**config.mk**
```make
export PLATFORM = sky130hd
export DESIGN_NAME = ssfe_engine
export DESIGN_NICKNAME = d
export VERILOG_FILES = /design/src/ssfe_pkg.sv /design/src/ssfe_buf.sv /design/src/ssfe_engine.sv
export SDC_FILE = /design/constraint.sdc
export NUM_CORES = 1
export LEC_CHECK = 0
export BUFFER_PORTS_ARGS = -buffer_cell sky130_fd_sc_hd__buf_2
export CAP_MARGIN = 30
export CELL_PAD_IN_SITES_DETAIL_PLACEMENT = 0
export CELL_PAD_IN_SITES_GLOBAL_PLACEMENT = 1
export CORE_MARGIN = 2
export CORE_UTILIZATION = 49
export CTS_CLUSTER_SIZE = 20
export DETAILED_ROUTE_END_ITERATION = 8
export PLACE_DENSITY_LB_ADDON = 0.1
export SYNTH_ARGS = -nofsm -noshare
export SYNTH_HDL_FRONTEND = slang
export SYNTH_SLANG_ARGS = --single-unit
```
**constraint.sdc**
```tcl
create_clock -name clk_i -period 10.8 [get_ports clk_i]
set_clock_uncertainty 0.05 [all_clocks]
set_input_delay 1.08 -clock clk_i [delete_from_list [all_inputs] [get_ports clk_i]]
set_output_delay 1.08 -clock clk_i [all_outputs]
set_load 0.01 [all_outputs]
```
**src/ssfe_pkg.sv**
```systemverilog
// Purpose: Shared constants and types for the synchronous serial frame engine.
// Assumes: Master role, frames of 4 to 16 bits, system clock at 50 MHz.
// Notes: Size codes hold the frame length minus one.
package ssfe_pkg;

    localparam int unsigned DATA_W = 16;
    localparam int unsigned SIZE_W = 4;
    localparam int unsigned HALF_W = 16;
    localparam int unsigned TXQ_DEPTH = 8;
    localparam int unsigned RXB_DEPTH = 2;

    // Smallest size code, a 4-bit frame.
    localparam logic [3:0] MIN_SIZE_CODE = 4'h3;
    localparam logic [3:0] MAX_SIZE_CODE = 4'hf;

    // Transmit request is raised at or below this fill level.
    localparam int unsigned TXQ_IRQ_LEVEL = 4;

    // Phase lengths counted in half serial clock periods.
    localparam logic [1:0] SPI_LEAD_HALVES = 2'h1;
    localparam logic [1:0] SSI_LEAD_HALVES = 2'h2;
    localparam logic [1:0] GAP_HALVES = 2'h2;
    localparam logic [1:0] TAIL_PH0_HALVES = 2'h1;
    localparam logic [1:0] TAIL_PH1_HALVES = 2'h2;

    // Prescaler half value used when the programmed value is below 2.
    localparam logic [6:0] PRESCALE_HALF_MIN = 7'h01;

    // Format selection values.
    localparam logic FMT_PULSE = 1'b0;
    localparam logic FMT_SELECT = 1'b1;

    typedef enum logic [2:0] {
        ST_IDLE,
        ST_LEAD,
        ST_BITS,
        ST_TAIL,
        ST_GAP
    } ssfe_state_t;

endpackage : ssfe_pkg

```
**src/ssfe_buf.sv**
```systemverilog
// Purpose: Small shift-style queue with valid and ready on both sides.
// Assumes: One clock; the head entry always sits in slot zero.
// Notes: All outputs come from flip-flops; the clock enable freezes it.
`timescale 1ns/1ns
`default_nettype none

module ssfe_buf #(
    parameter int unsigned WIDTH = 16,
    parameter int unsigned DEPTH = 2,
    parameter int unsigned CW = $clog2(DEPTH + 1)
) (
    input wire logic clk_i,
    input wire logic rst_n_i,
    input wire logic en_i,
    input wire logic [WIDTH-1:0] in_data_i,
    input wire logic in_valid_i,
    output logic in_ready_o,
    output logic [WIDTH-1:0] out_data_o,
    output logic out_valid_o,
    input wire logic out_ready_i,
    output logic [CW-1:0] count_o
);
    import ssfe_pkg::*;

    typedef struct packed {
        logic [DEPTH-1:0][WIDTH-1:0] mem;
        logic [CW-1:0] cnt;
        logic in_rdy;
        logic out_vld;
    } ssfe_buf_state_t;

    ssfe_buf_state_t state_reg;
    ssfe_buf_state_t state_next;
    logic push;
    logic pop;

    ////////////////////////////////////////////////////////////////////////
    always_comb
    begin
        push = in_valid_i && state_reg.in_rdy;
        pop = out_ready_i && state_reg.out_vld;
        state_next = state_reg;
        if (pop)
        begin
            for (int i = 0; i < int'(DEPTH) - 1; i++)
            begin
                state_next.mem[i] = state_reg.mem[i+1];
            end
        end
        // A word pushed during a pop lands one slot lower.
        if (push)
        begin
            state_next.mem[state_reg.cnt - CW'(pop)] = in_data_i;
        end
        state_next.cnt = state_reg.cnt + CW'(push) - CW'(pop);
        state_next.in_rdy = (state_next.cnt != CW'(DEPTH));
        state_next.out_vld = (state_next.cnt != '0);
    end

    always_ff @(posedge clk_i or negedge rst_n_i)
    begin
        if (!rst_n_i)
        begin
            state_reg <= '0;
            state_reg.in_rdy <= 1'b1;
        end
        else if (en_i)
        begin
            state_reg <= state_next;
        end
    end

    assign in_ready_o = state_reg.in_rdy;
    assign out_valid_o = state_reg.out_vld;
    assign out_data_o = state_reg.mem[0];
    assign count_o = state_reg.cnt;

endmodule : ssfe_buf

`default_nettype wire

```
**src/ssfe_engine.sv**
```systemverilog
// Purpose: Master framing engine for the pulse-framed and slave-select serial formats.
// Assumes: Inputs synchronous to clk_i; configuration changes only while disabled.
// Notes: A transmit queue feeds the shifter; a two-entry buffer holds received words.
`timescale 1ns/1ns
`default_nettype none

module ssfe_engine #(
    parameter int unsigned TXQ_DEPTH = ssfe_pkg::TXQ_DEPTH
) (
    input wire logic clk_i,
    input wire logic arst_n_i,
    input wire logic clk_en_i,
    input wire logic port_operation_enable_i,
    input wire logic format_select_i,
    input wire logic clock_idle_polarity_i,
    input wire logic capture_edge_phase_i,
    input wire logic [ssfe_pkg::SIZE_W-1:0] data_size_i,
    input wire logic [7:0] clock_prescale_setting_i,
    input wire logic [7:0] clock_rate_divider_i,
    input wire logic [ssfe_pkg::DATA_W-1:0] tx_data_i,
    input wire logic tx_valid_i,
    output logic tx_ready_o,
    output logic [ssfe_pkg::DATA_W-1:0] rx_data_o,
    output logic rx_valid_o,
    input wire logic rx_ready_i,
    output logic tx_irq_o,
    output logic busy_o,
    output logic serial_clock_pin_o,
    output logic frame_select_pin_o,
    output logic serial_data_out_pin_o,
    output logic serial_data_out_pin_oe_o,
    input wire logic serial_data_in_pin_i
);
    import ssfe_pkg::*;

    localparam int unsigned TXQ_CW = $clog2(TXQ_DEPTH + 1);
    localparam int unsigned RXB_CW = $clog2(RXB_DEPTH + 1);

    typedef struct packed {
        ssfe_state_t st;
        logic [HALF_W-1:0] cnt;
        logic [4:0] k;
        logic [1:0] hc;
        logic fmt;
        logic clock_idle_polarity;
        logic ph;
        logic [SIZE_W-1:0] size;
        logic [HALF_W-1:0] half;
        logic [DATA_W-1:0] tx_sh;
        logic [DATA_W-1:0] rx_sh;
        logic [DATA_W-1:0] rx_word;
        logic rx_push;
        logic sclk;
        logic fss;
        logic sdo;
        logic sdo_oe;
        logic tx_irq;
        logic busy;
    } ssfe_core_t;

    ////////////////////////////////////////////////////////////////////////
    // Reset release through two flip-flops.
    logic [1:0] rst_sync_reg;
    logic rst_n;

    always_ff @(posedge clk_i or negedge arst_n_i)
    begin
        if (!arst_n_i)
        begin
            rst_sync_reg <= 2'h0;
        end
        else
        begin
            rst_sync_reg <= {rst_sync_reg[0], 1'b1};
        end
    end

    assign rst_n = rst_sync_reg[1];

    ////////////////////////////////////////////////////////////////////////
    // Transmit queue and receive buffer.
    logic [DATA_W-1:0] txq_data;
    logic txq_valid;
    logic txq_pop;
    logic [TXQ_CW-1:0] txq_count;
    logic rxb_ready;
    logic [RXB_CW-1:0] rxb_count;

    ssfe_buf #(
        .WIDTH(DATA_W),
        .DEPTH(TXQ_DEPTH),
        .CW(TXQ_CW)
    ) u_txq (
        .clk_i(clk_i),
        .rst_n_i(rst_n),
        .en_i(clk_en_i),
        .in_data_i(tx_data_i),
        .in_valid_i(tx_valid_i),
        .in_ready_o(tx_ready_o),
        .out_data_o(txq_data),
        .out_valid_o(txq_valid),
        .out_ready_i(txq_pop),
        .count_o(txq_count)
    );

    ssfe_core_t r;
    ssfe_core_t s;

    ssfe_buf #(
        .WIDTH(DATA_W),
        .DEPTH(RXB_DEPTH)
    ) u_rxb (
        .clk_i(clk_i),
        .rst_n_i(rst_n),
        .en_i(clk_en_i),
        .in_data_i(r.rx_word),
        .in_valid_i(r.rx_push),
        .in_ready_o(rxb_ready),
        .out_data_o(rx_data_o),
        .out_valid_o(rx_valid_o),
        .out_ready_i(rx_ready_i),
        .count_o(rxb_count)
    );

    ////////////////////////////////////////////////////////////////////////
    // Live configuration and serial clock timing.
    logic [SIZE_W-1:0] size_c;
    logic [6:0] pre_half;
    logic [HALF_W-1:0] half_len;
    logic tick;
    logic start_ok;
    logic rx_room;
    logic cont_ok;
    logic [4:0] last_k;
    logic do_load;
    logic [4:0] k_new;
    logic spi_ph1;
    logic [1:0] lead_len;
    logic [1:0] tail_len;

    assign size_c = (data_size_i < MIN_SIZE_CODE) ? MIN_SIZE_CODE : data_size_i;
    assign pre_half = (clock_prescale_setting_i[7:1] == 7'h00) ? PRESCALE_HALF_MIN
                                                               : clock_prescale_setting_i[7:1];
    assign half_len = HALF_W'(HALF_W'(pre_half) * (HALF_W'(clock_rate_divider_i) + 16'h0001));
    assign tick = (r.cnt == r.half - 16'h0001);
    // start on queued word
    // Counting the word still on its way keeps a stalled reader from losing one.
    assign rx_room = r.rx_push ? (rxb_count < RXB_CW'(RXB_DEPTH - 1)) : rxb_ready;
    assign start_ok = port_operation_enable_i && txq_valid && rx_room;
    // A word that follows at once needs room for the one still finishing.
    assign cont_ok = start_ok && (rxb_count < RXB_CW'(RXB_DEPTH - 1));
    assign last_k = {r.size, 1'b1};
    assign spi_ph1 = (r.fmt == FMT_SELECT) && r.ph;
    assign lead_len = (r.fmt == FMT_SELECT) ? SPI_LEAD_HALVES : SSI_LEAD_HALVES;
    assign tail_len = r.ph ? TAIL_PH1_HALVES : TAIL_PH0_HALVES;

    ////////////////////////////////////////////////////////////////////////
    always_comb
    begin
        s = r;
        s.rx_push = 1'b0;
        txq_pop = 1'b0;
        do_load = 1'b0;
        k_new = r.k + 5'h01;
        if (r.st != ST_IDLE)
        begin
            s.cnt = tick ? '0 : r.cnt + 16'h0001;
        end
        case (r.st)
            ST_IDLE:
            begin
                s.cnt = '0;
                s.fmt = format_select_i;
                s.clock_idle_polarity = clock_idle_polarity_i;
                s.ph = capture_edge_phase_i;
                s.size = size_c;
                s.half = half_len;
                if (start_ok)
                begin
                    do_load = 1'b1;
                    s.st = ST_LEAD;
                end
            end
            ST_LEAD:
            begin
                if (tick)
                begin
                    s.hc = r.hc + 2'h1;
                    if (r.hc == lead_len - 2'h1)
                    begin
                        s.st = ST_BITS;
                        s.k = 5'h00;
                        if (!spi_ph1)
                        begin
                            s.sdo = r.tx_sh[DATA_W-1];
                            s.tx_sh = r.tx_sh << 1;
                        end
                    end
                end
            end
            ST_BITS:
            begin
                if (tick)
                begin
                    if (r.k == last_k)
                    begin
                        // phase 1 captures on second edge
                        if (spi_ph1)
                        begin
                            s.rx_sh = {r.rx_sh[DATA_W-2:0], serial_data_in_pin_i};
                        end
                        s.rx_push = 1'b1;
                        s.rx_word = s.rx_sh;
                        s.hc = 2'h0;
                        if (r.fmt == FMT_PULSE)
                        begin
                            s.st = cont_ok ? ST_LEAD : ST_IDLE;
                            do_load = cont_ok;
                        end
                        else if (r.ph && cont_ok)
                        begin
                            do_load = 1'b1;
                            s.st = ST_BITS;
                        end
                        else
                        begin
                            s.st = ST_TAIL;
                        end
                    end
                    else
                    begin
                        s.k = k_new;
                        // out on even k, in on odd k; spi_ph1 swaps them
                        if (k_new[0] == spi_ph1)
                        begin
                            s.sdo = r.tx_sh[DATA_W-1];
                            s.tx_sh = r.tx_sh << 1;
                        end
                        else
                        begin
                            s.rx_sh = {r.rx_sh[DATA_W-2:0], serial_data_in_pin_i};
                        end
                    end
                end
            end
            ST_TAIL:
            begin
                // select high after the tail, one half period or two for phase 1
                if (tick)
                begin
                    s.hc = r.hc + 2'h1;
                    if (r.hc == tail_len - 2'h1)
                    begin
                        s.hc = 2'h0;
                        s.st = (!r.ph && start_ok) ? ST_GAP : ST_IDLE;
                    end
                end
            end
            ST_GAP:
            begin
                if (tick)
                begin
                    s.hc = r.hc + 2'h1;
                    if (r.hc == GAP_HALVES - 2'h1)
                    begin
                        do_load = start_ok;
                        s.st = start_ok ? ST_LEAD : ST_IDLE;
                    end
                end
            end
            default:
            begin
                s.st = ST_IDLE;
            end
        endcase

        if (do_load)
        begin
            txq_pop = 1'b1;
            s.tx_sh = txq_data << (MAX_SIZE_CODE - s.size);
            s.rx_sh = '0;
            s.k = 5'h00;
            s.hc = 2'h0;
            s.cnt = '0;
        end
        if (!port_operation_enable_i && r.st != ST_IDLE)
        begin
            s.st = ST_IDLE;
            txq_pop = 1'b0;
            s.rx_push = 1'b0;
        end

        // clock runs only in a frame
        case (s.st)
            ST_IDLE:
            begin
                s.sclk = (s.fmt == FMT_SELECT) ? s.clock_idle_polarity : 1'b0;
                s.fss = (s.fmt == FMT_SELECT);
                s.sdo = 1'b0;
            end
            ST_LEAD:
            begin
                s.sclk = (s.fmt == FMT_PULSE) ? (s.hc == 2'h0) : s.clock_idle_polarity;
                s.fss = (s.fmt == FMT_PULSE);
            end
            ST_BITS:
            begin
                s.sclk = (s.fmt == FMT_SELECT) ? (s.clock_idle_polarity ^ s.k[0]) : !s.k[0];
                s.fss = 1'b0;
            end
            ST_TAIL:
            begin
                s.sclk = s.clock_idle_polarity;
                s.fss = 1'b0;
            end
            ST_GAP:
            begin
                s.sclk = s.clock_idle_polarity;
                s.fss = 1'b1;
            end
            default:
            begin
                s.sclk = 1'b0;
                s.fss = 1'b0;
            end
        endcase
        s.sdo_oe = port_operation_enable_i && !(s.fmt == FMT_PULSE && s.st == ST_IDLE);
        s.tx_irq = (txq_count <= TXQ_CW'(TXQ_IRQ_LEVEL)) || !port_operation_enable_i;
        s.busy = (s.st != ST_IDLE);
    end

    always_ff @(posedge clk_i or negedge rst_n)
    begin
        if (!rst_n)
        begin
            r <= '0;
            r.st <= ST_IDLE;
            r.fss <= 1'b0;
            r.tx_irq <= 1'b1;
        end
        else if (clk_en_i)
        begin
            r <= s;
        end
    end

    assign tx_irq_o = r.tx_irq;
    assign busy_o = r.busy;
    assign serial_clock_pin_o = r.sclk;
    assign frame_select_pin_o = r.fss;
    assign serial_data_out_pin_o = r.sdo;
    assign serial_data_out_pin_oe_o = r.sdo_oe;

    ////////////////////////////////////////////////////////////////////////
    // Checks on the engine behaviour.
    property p_tx_irq;
        @(posedge clk_i) disable iff (!rst_n)
        clk_en_i |=> tx_irq_o == (($past(txq_count) <= TXQ_CW'(TXQ_IRQ_LEVEL)) || !$past(port_operation_enable_i));
    endproperty
    a_tx_irq: assert property (p_tx_irq) else $error("transmit request level wrong");

    property p_start;
        @(posedge clk_i) disable iff (!rst_n)
        (clk_en_i && r.st == ST_IDLE && start_ok) |=> (r.st == ST_LEAD && busy_o);
    endproperty
    a_start: assert property (p_start) else $error("frame did not start");

    property p_ssi_idle;
        @(posedge clk_i) disable iff (!rst_n)
        (r.st == ST_IDLE && r.fmt == FMT_PULSE) |-> (!serial_clock_pin_o && !frame_select_pin_o && !serial_data_out_pin_oe_o);
    endproperty
    a_ssi_idle: assert property (p_ssi_idle) else $error("pulse-framed idle pins wrong");

    property p_spi_idle;
        @(posedge clk_i) disable iff (!rst_n)
        (r.st == ST_IDLE && r.fmt == FMT_SELECT) |-> (frame_select_pin_o && !serial_data_out_pin_o && serial_clock_pin_o == r.clock_idle_polarity);
    endproperty
    a_spi_idle: assert property (p_spi_idle) else $error("slave-select idle pins wrong");

    property p_fss_low;
        @(posedge clk_i) disable iff (!rst_n)
        (r.fmt == FMT_SELECT && (r.st == ST_LEAD || r.st == ST_BITS || r.st == ST_TAIL)) |-> !frame_select_pin_o;
    endproperty
    a_fss_low: assert property (p_fss_low) else $error("select not low during frame");

    property p_ssi_pulse;
        @(posedge clk_i) disable iff (!rst_n)
        (r.fmt == FMT_PULSE && r.st != ST_IDLE) |-> (frame_select_pin_o == (r.st == ST_LEAD));
    endproperty
    a_ssi_pulse: assert property (p_ssi_pulse) else $error("pulse-framed select wrong");

    property p_tail_end;
        @(posedge clk_i) disable iff (!rst_n)
        (clk_en_i && port_operation_enable_i && r.st == ST_TAIL && tick && r.hc == tail_len - 2'h1)
            |=> frame_select_pin_o;
    endproperty
    a_tail_end: assert property (p_tail_end) else $error("select not released after tail");

    property p_gap_pulse;
        @(posedge clk_i) disable iff (!rst_n)
        (r.st == ST_GAP) |-> (frame_select_pin_o && !r.ph);
    endproperty
    a_gap_pulse: assert property (p_gap_pulse) else $error("gap pulse wrong");

    property p_ph1_cont;
        @(posedge clk_i) disable iff (!rst_n)
        (clk_en_i && spi_ph1 && r.st == ST_BITS && tick && r.k == last_k && cont_ok)
            |=> (r.st == ST_BITS && !frame_select_pin_o && r.k == 5'h00);
    endproperty
    a_ph1_cont: assert property (p_ph1_cont) else $error("phase 1 run broke select");

    property p_sdo_off;
        @(posedge clk_i) disable iff (!rst_n)
        (clk_en_i && !port_operation_enable_i) |=> !serial_data_out_pin_oe_o;
    endproperty
    a_sdo_off: assert property (p_sdo_off) else $error("data driven while disabled");

    property p_rx_push;
        @(posedge clk_i) disable iff (!rst_n)
        (clk_en_i && port_operation_enable_i && r.st == ST_BITS && tick && r.k == last_k) |=> r.rx_push;
    endproperty
    a_rx_push: assert property (p_rx_push) else $error("received word not pushed");

    property p_rx_room;
        @(posedge clk_i) disable iff (!rst_n)
        r.rx_push |-> rxb_ready;
    endproperty
    a_rx_room: assert property (p_rx_room) else $error("received word met a full buffer");

endmodule : ssfe_engine

`default_nettype wire

```
==> results by group <==
Outcome
  – Status: completed

Global route
  – Initial antenna violation count: 0
  – Vias in the first global route: 12800
  – First-pass GRT wire length: 66900 um
  – GRT Total Usage: 0.232
  – Largest net degree at the start of global routing: 182
  – GRT overflow: 0

Route
  – DRC viols: 0
  – Vias/cell: 5.78
  – Via Count: 12800
  – Routed Antenna Nets: 0
  – WL final: 39700 um
  – Pre-antenna DRT Iters: 5
  – Drt first-iter violations: 909
  – Drt wl/cell: 17.9 um

Synth
  – Mapped Nets: 1876
  – Top_reg_cell synth: dfrtp_1
  – Number of enable flip-flop cells after synthesis: 0
  – Mapped Avg Cell Area: 9.34 um2
  – Asr flop ratio synth: 1.00
  – Yosys cell types: 81
  – Mapped Cells: 1747
  – Flops & latches, synth: 276
  – Largest area contributor in the netlist: dfrtp_1
  – Netlist Area Pre-Place: 16300 um2
  – Top post-synthesis cells by area: dfrtp_1 (42%), nand2_1 (7.7%), fa_1 (4.3%)
  – Synth top area share: 0.419
  – Ys Warns: 0
  – Sequential-to-total area share from yosys stat: 0.423

Critical path
  – Critical path arrival: 6.25 ns
  – Slowest-stage cell, CP: a2111oi_0
  – WP data required: 11.12 ns
  – Critical Path Start Type: input port
  – Critical path class: in -> reg
  – CP endpoint kind: flop
  – CP cell instances: buf_2, ha_1, nand3_1, nor2_1, xor2_1, nand2_1, fa_1, fa_1, inv_1, fa_1, inv_1, fa_1, inv_1, ha_1, inv_1, o21bai_1, a2111oi_0, o31ai_1, xnor2_1, o21ai_0
  – CP max FO: 10
  – Slowest cell delay on critical path: 0.64 ns

CTS
  – Total clock buffers created by CTS: 34
  – Root Driver: clkbuf_16
  – Postcts setup bufs: 0
  – Clock Pin Slew Worst Setup and Hold Paths: 0.06 ns
  – H-Tree Level Count: 2
  – Clock Latency Late Sink: 0.52 ns
  – Total clock sinks: 276
  – Post-CTS resize count: 0
  – CTS Hold Bufs: 0
  – Clock Path Buffers: 3
  – CTS tree: yes

Timing
  – Slew Limit Fails: 0
  – Actual slew at the worst max-slew pin: 1.03 ns
  – Final Hold Fails: 0
  – Clock period minus worst slack: 5.93 ns
  – Final setup fails: 0
  – RSZ-0062 raised after global routing: no
  – Fmax: 169 MHz
  – Slew HR: 0.314
  – Setup TNS: 0 ns
  – Final clock period utilization by the worst path: 0.549

Die
  – Die X: 186 um
  – I/O pin count: 70
  – Die extent in y: 186 um
  – Site Rows: 66
  – Total core area: 32700 um2
  – DIE AREA: 34800 um2
  – Initial Utilization: 0.499

Pwr
  – Design Power: 0.00441 W
  – P_leak: 8.38 nW
  – Max VDD drop: 0.112 mV
  – Power density cells: 245 nW/um2

Finish
  – Commonest non-fill, non-tap cell in the layout: nand2_1
  – Most frequent cells in the layout: nand2_1 (333), dfrtp_1 (272), nor2_1 (104)
  – Fillcell total: 3038
  – Post-layout nets: 1880
  – Max FFs per register: 112
  – Area grow syn2layout: 10.0%
  – Layout cells sized above 1: 0.122
  – Finished Core Util: 0.549

Place
  – HPWL Detailed: 27500 um
  – IO buf count: 68
  – Final Wtd Congestion: 0.880

Hold path
  – Hold crit path type: reg -> async

Flow run
  – Max cap viols: 0
-- final cells by class --
class,count,area (um2),share of cell area
Antenna cell,1,2.50,0.000139
Clock buffer,52,1040,0.0579
Clock inverter,8,92.6,0.00516
Inverter,72,270,0.0151
Multi-Input combinational cell,1280,8570,0.477
Sequential cell,276,6910,0.385
Tap cell,442,553,0.0308
Timing Repair Buffer,87,517,0.0288
-- critical path: cells and delay by family --
| family | cells | cell delay, ns |
|---|---|---|
| buffers and inverters | 5 | 0.42 |
| XOR/XNOR | 2 | 0.75 |
| AO/OA/AOI/OAI | 4 | 1.04 |
| adder cells (fa/ha/maj) | 6 | 2.49 |
| AND/OR/NAND/NOR | 3 | 0.46 |
-- through the flow --
step | setup slack [ns] | std cells | hold slack [ns] | instance area [um2]
after floorplan | 2.49 | 1747 | 0.281 | 16300
after global placement | 4.36 | 2154 | 0.231 | 16800
after detailed placement | 4.37 | 2156 | 0.239 | 16800
after CTS | 4.90 | 2216 | 0.242 | 17900
after global routing | 4.46 | 2217 | 0.264 | 18000
final | 4.87 | 2218 | 0.223 | 18000
-- cell usage after synthesis, drive strengths merged (28+ instances only) --
cell type,instances
nand2,335
dfrtp,273
nor2,110
o21ai,106
a21oi,99
inv,72
clkbuf,70
a32oi,67
mux2i,52
buf,49
o22ai,49
ha,48
mux2,46
and2,40
fa,35
a22oi,29
xnor2,28
-- logic make-up after synthesis --
family,count (synthesis),synth area share
adders and majority gates,83,0.0797
and+or+nand+nor,619,0.172
muxes,102,0.0692
buffers and inverters,191,0.0525
DFF,276,0.423
AOI/OAI and AO/OA,421,0.174
xor gates and xnor gates,54,0.0290
other,1,0.000230
-- final timing paths --
path                       slack (ns)              endpoint  cells after the start                     from
max                              4.87                 r[70]                     20  clock_rate_divider_i[0]
min                              0.22                 r[11]                      0          rst_sync_reg[1]
max reg2reg                      5.05  u_txq.state_reg[102]                     16                    r[55]
min reg2reg                      0.22                 r[11]                      0          rst_sync_reg[1]
max in group asynchronous        9.13   u_txq.state_reg[34]                      1          rst_sync_reg[1]
min in group clk_i               0.31       rst_sync_reg[1]                      0          rst_sync_reg[0]
-- per-layer routing --
layer,track usage,routed length (um),vias to the layer above
li1,-,-,6157
met5,0,0,-
met4,0.0632,940,0
met1,0.317,18100,6366
met2,0.393,19200,240
met3,0.0282,1430,66
-- report_power, final --
part	internal, W	switching (W)
Sequential	0.00138	0.000270
Combinational	0.000663	0.000950
Clock	0.000692	0.000449
Power figures use the tool's default switching activity.
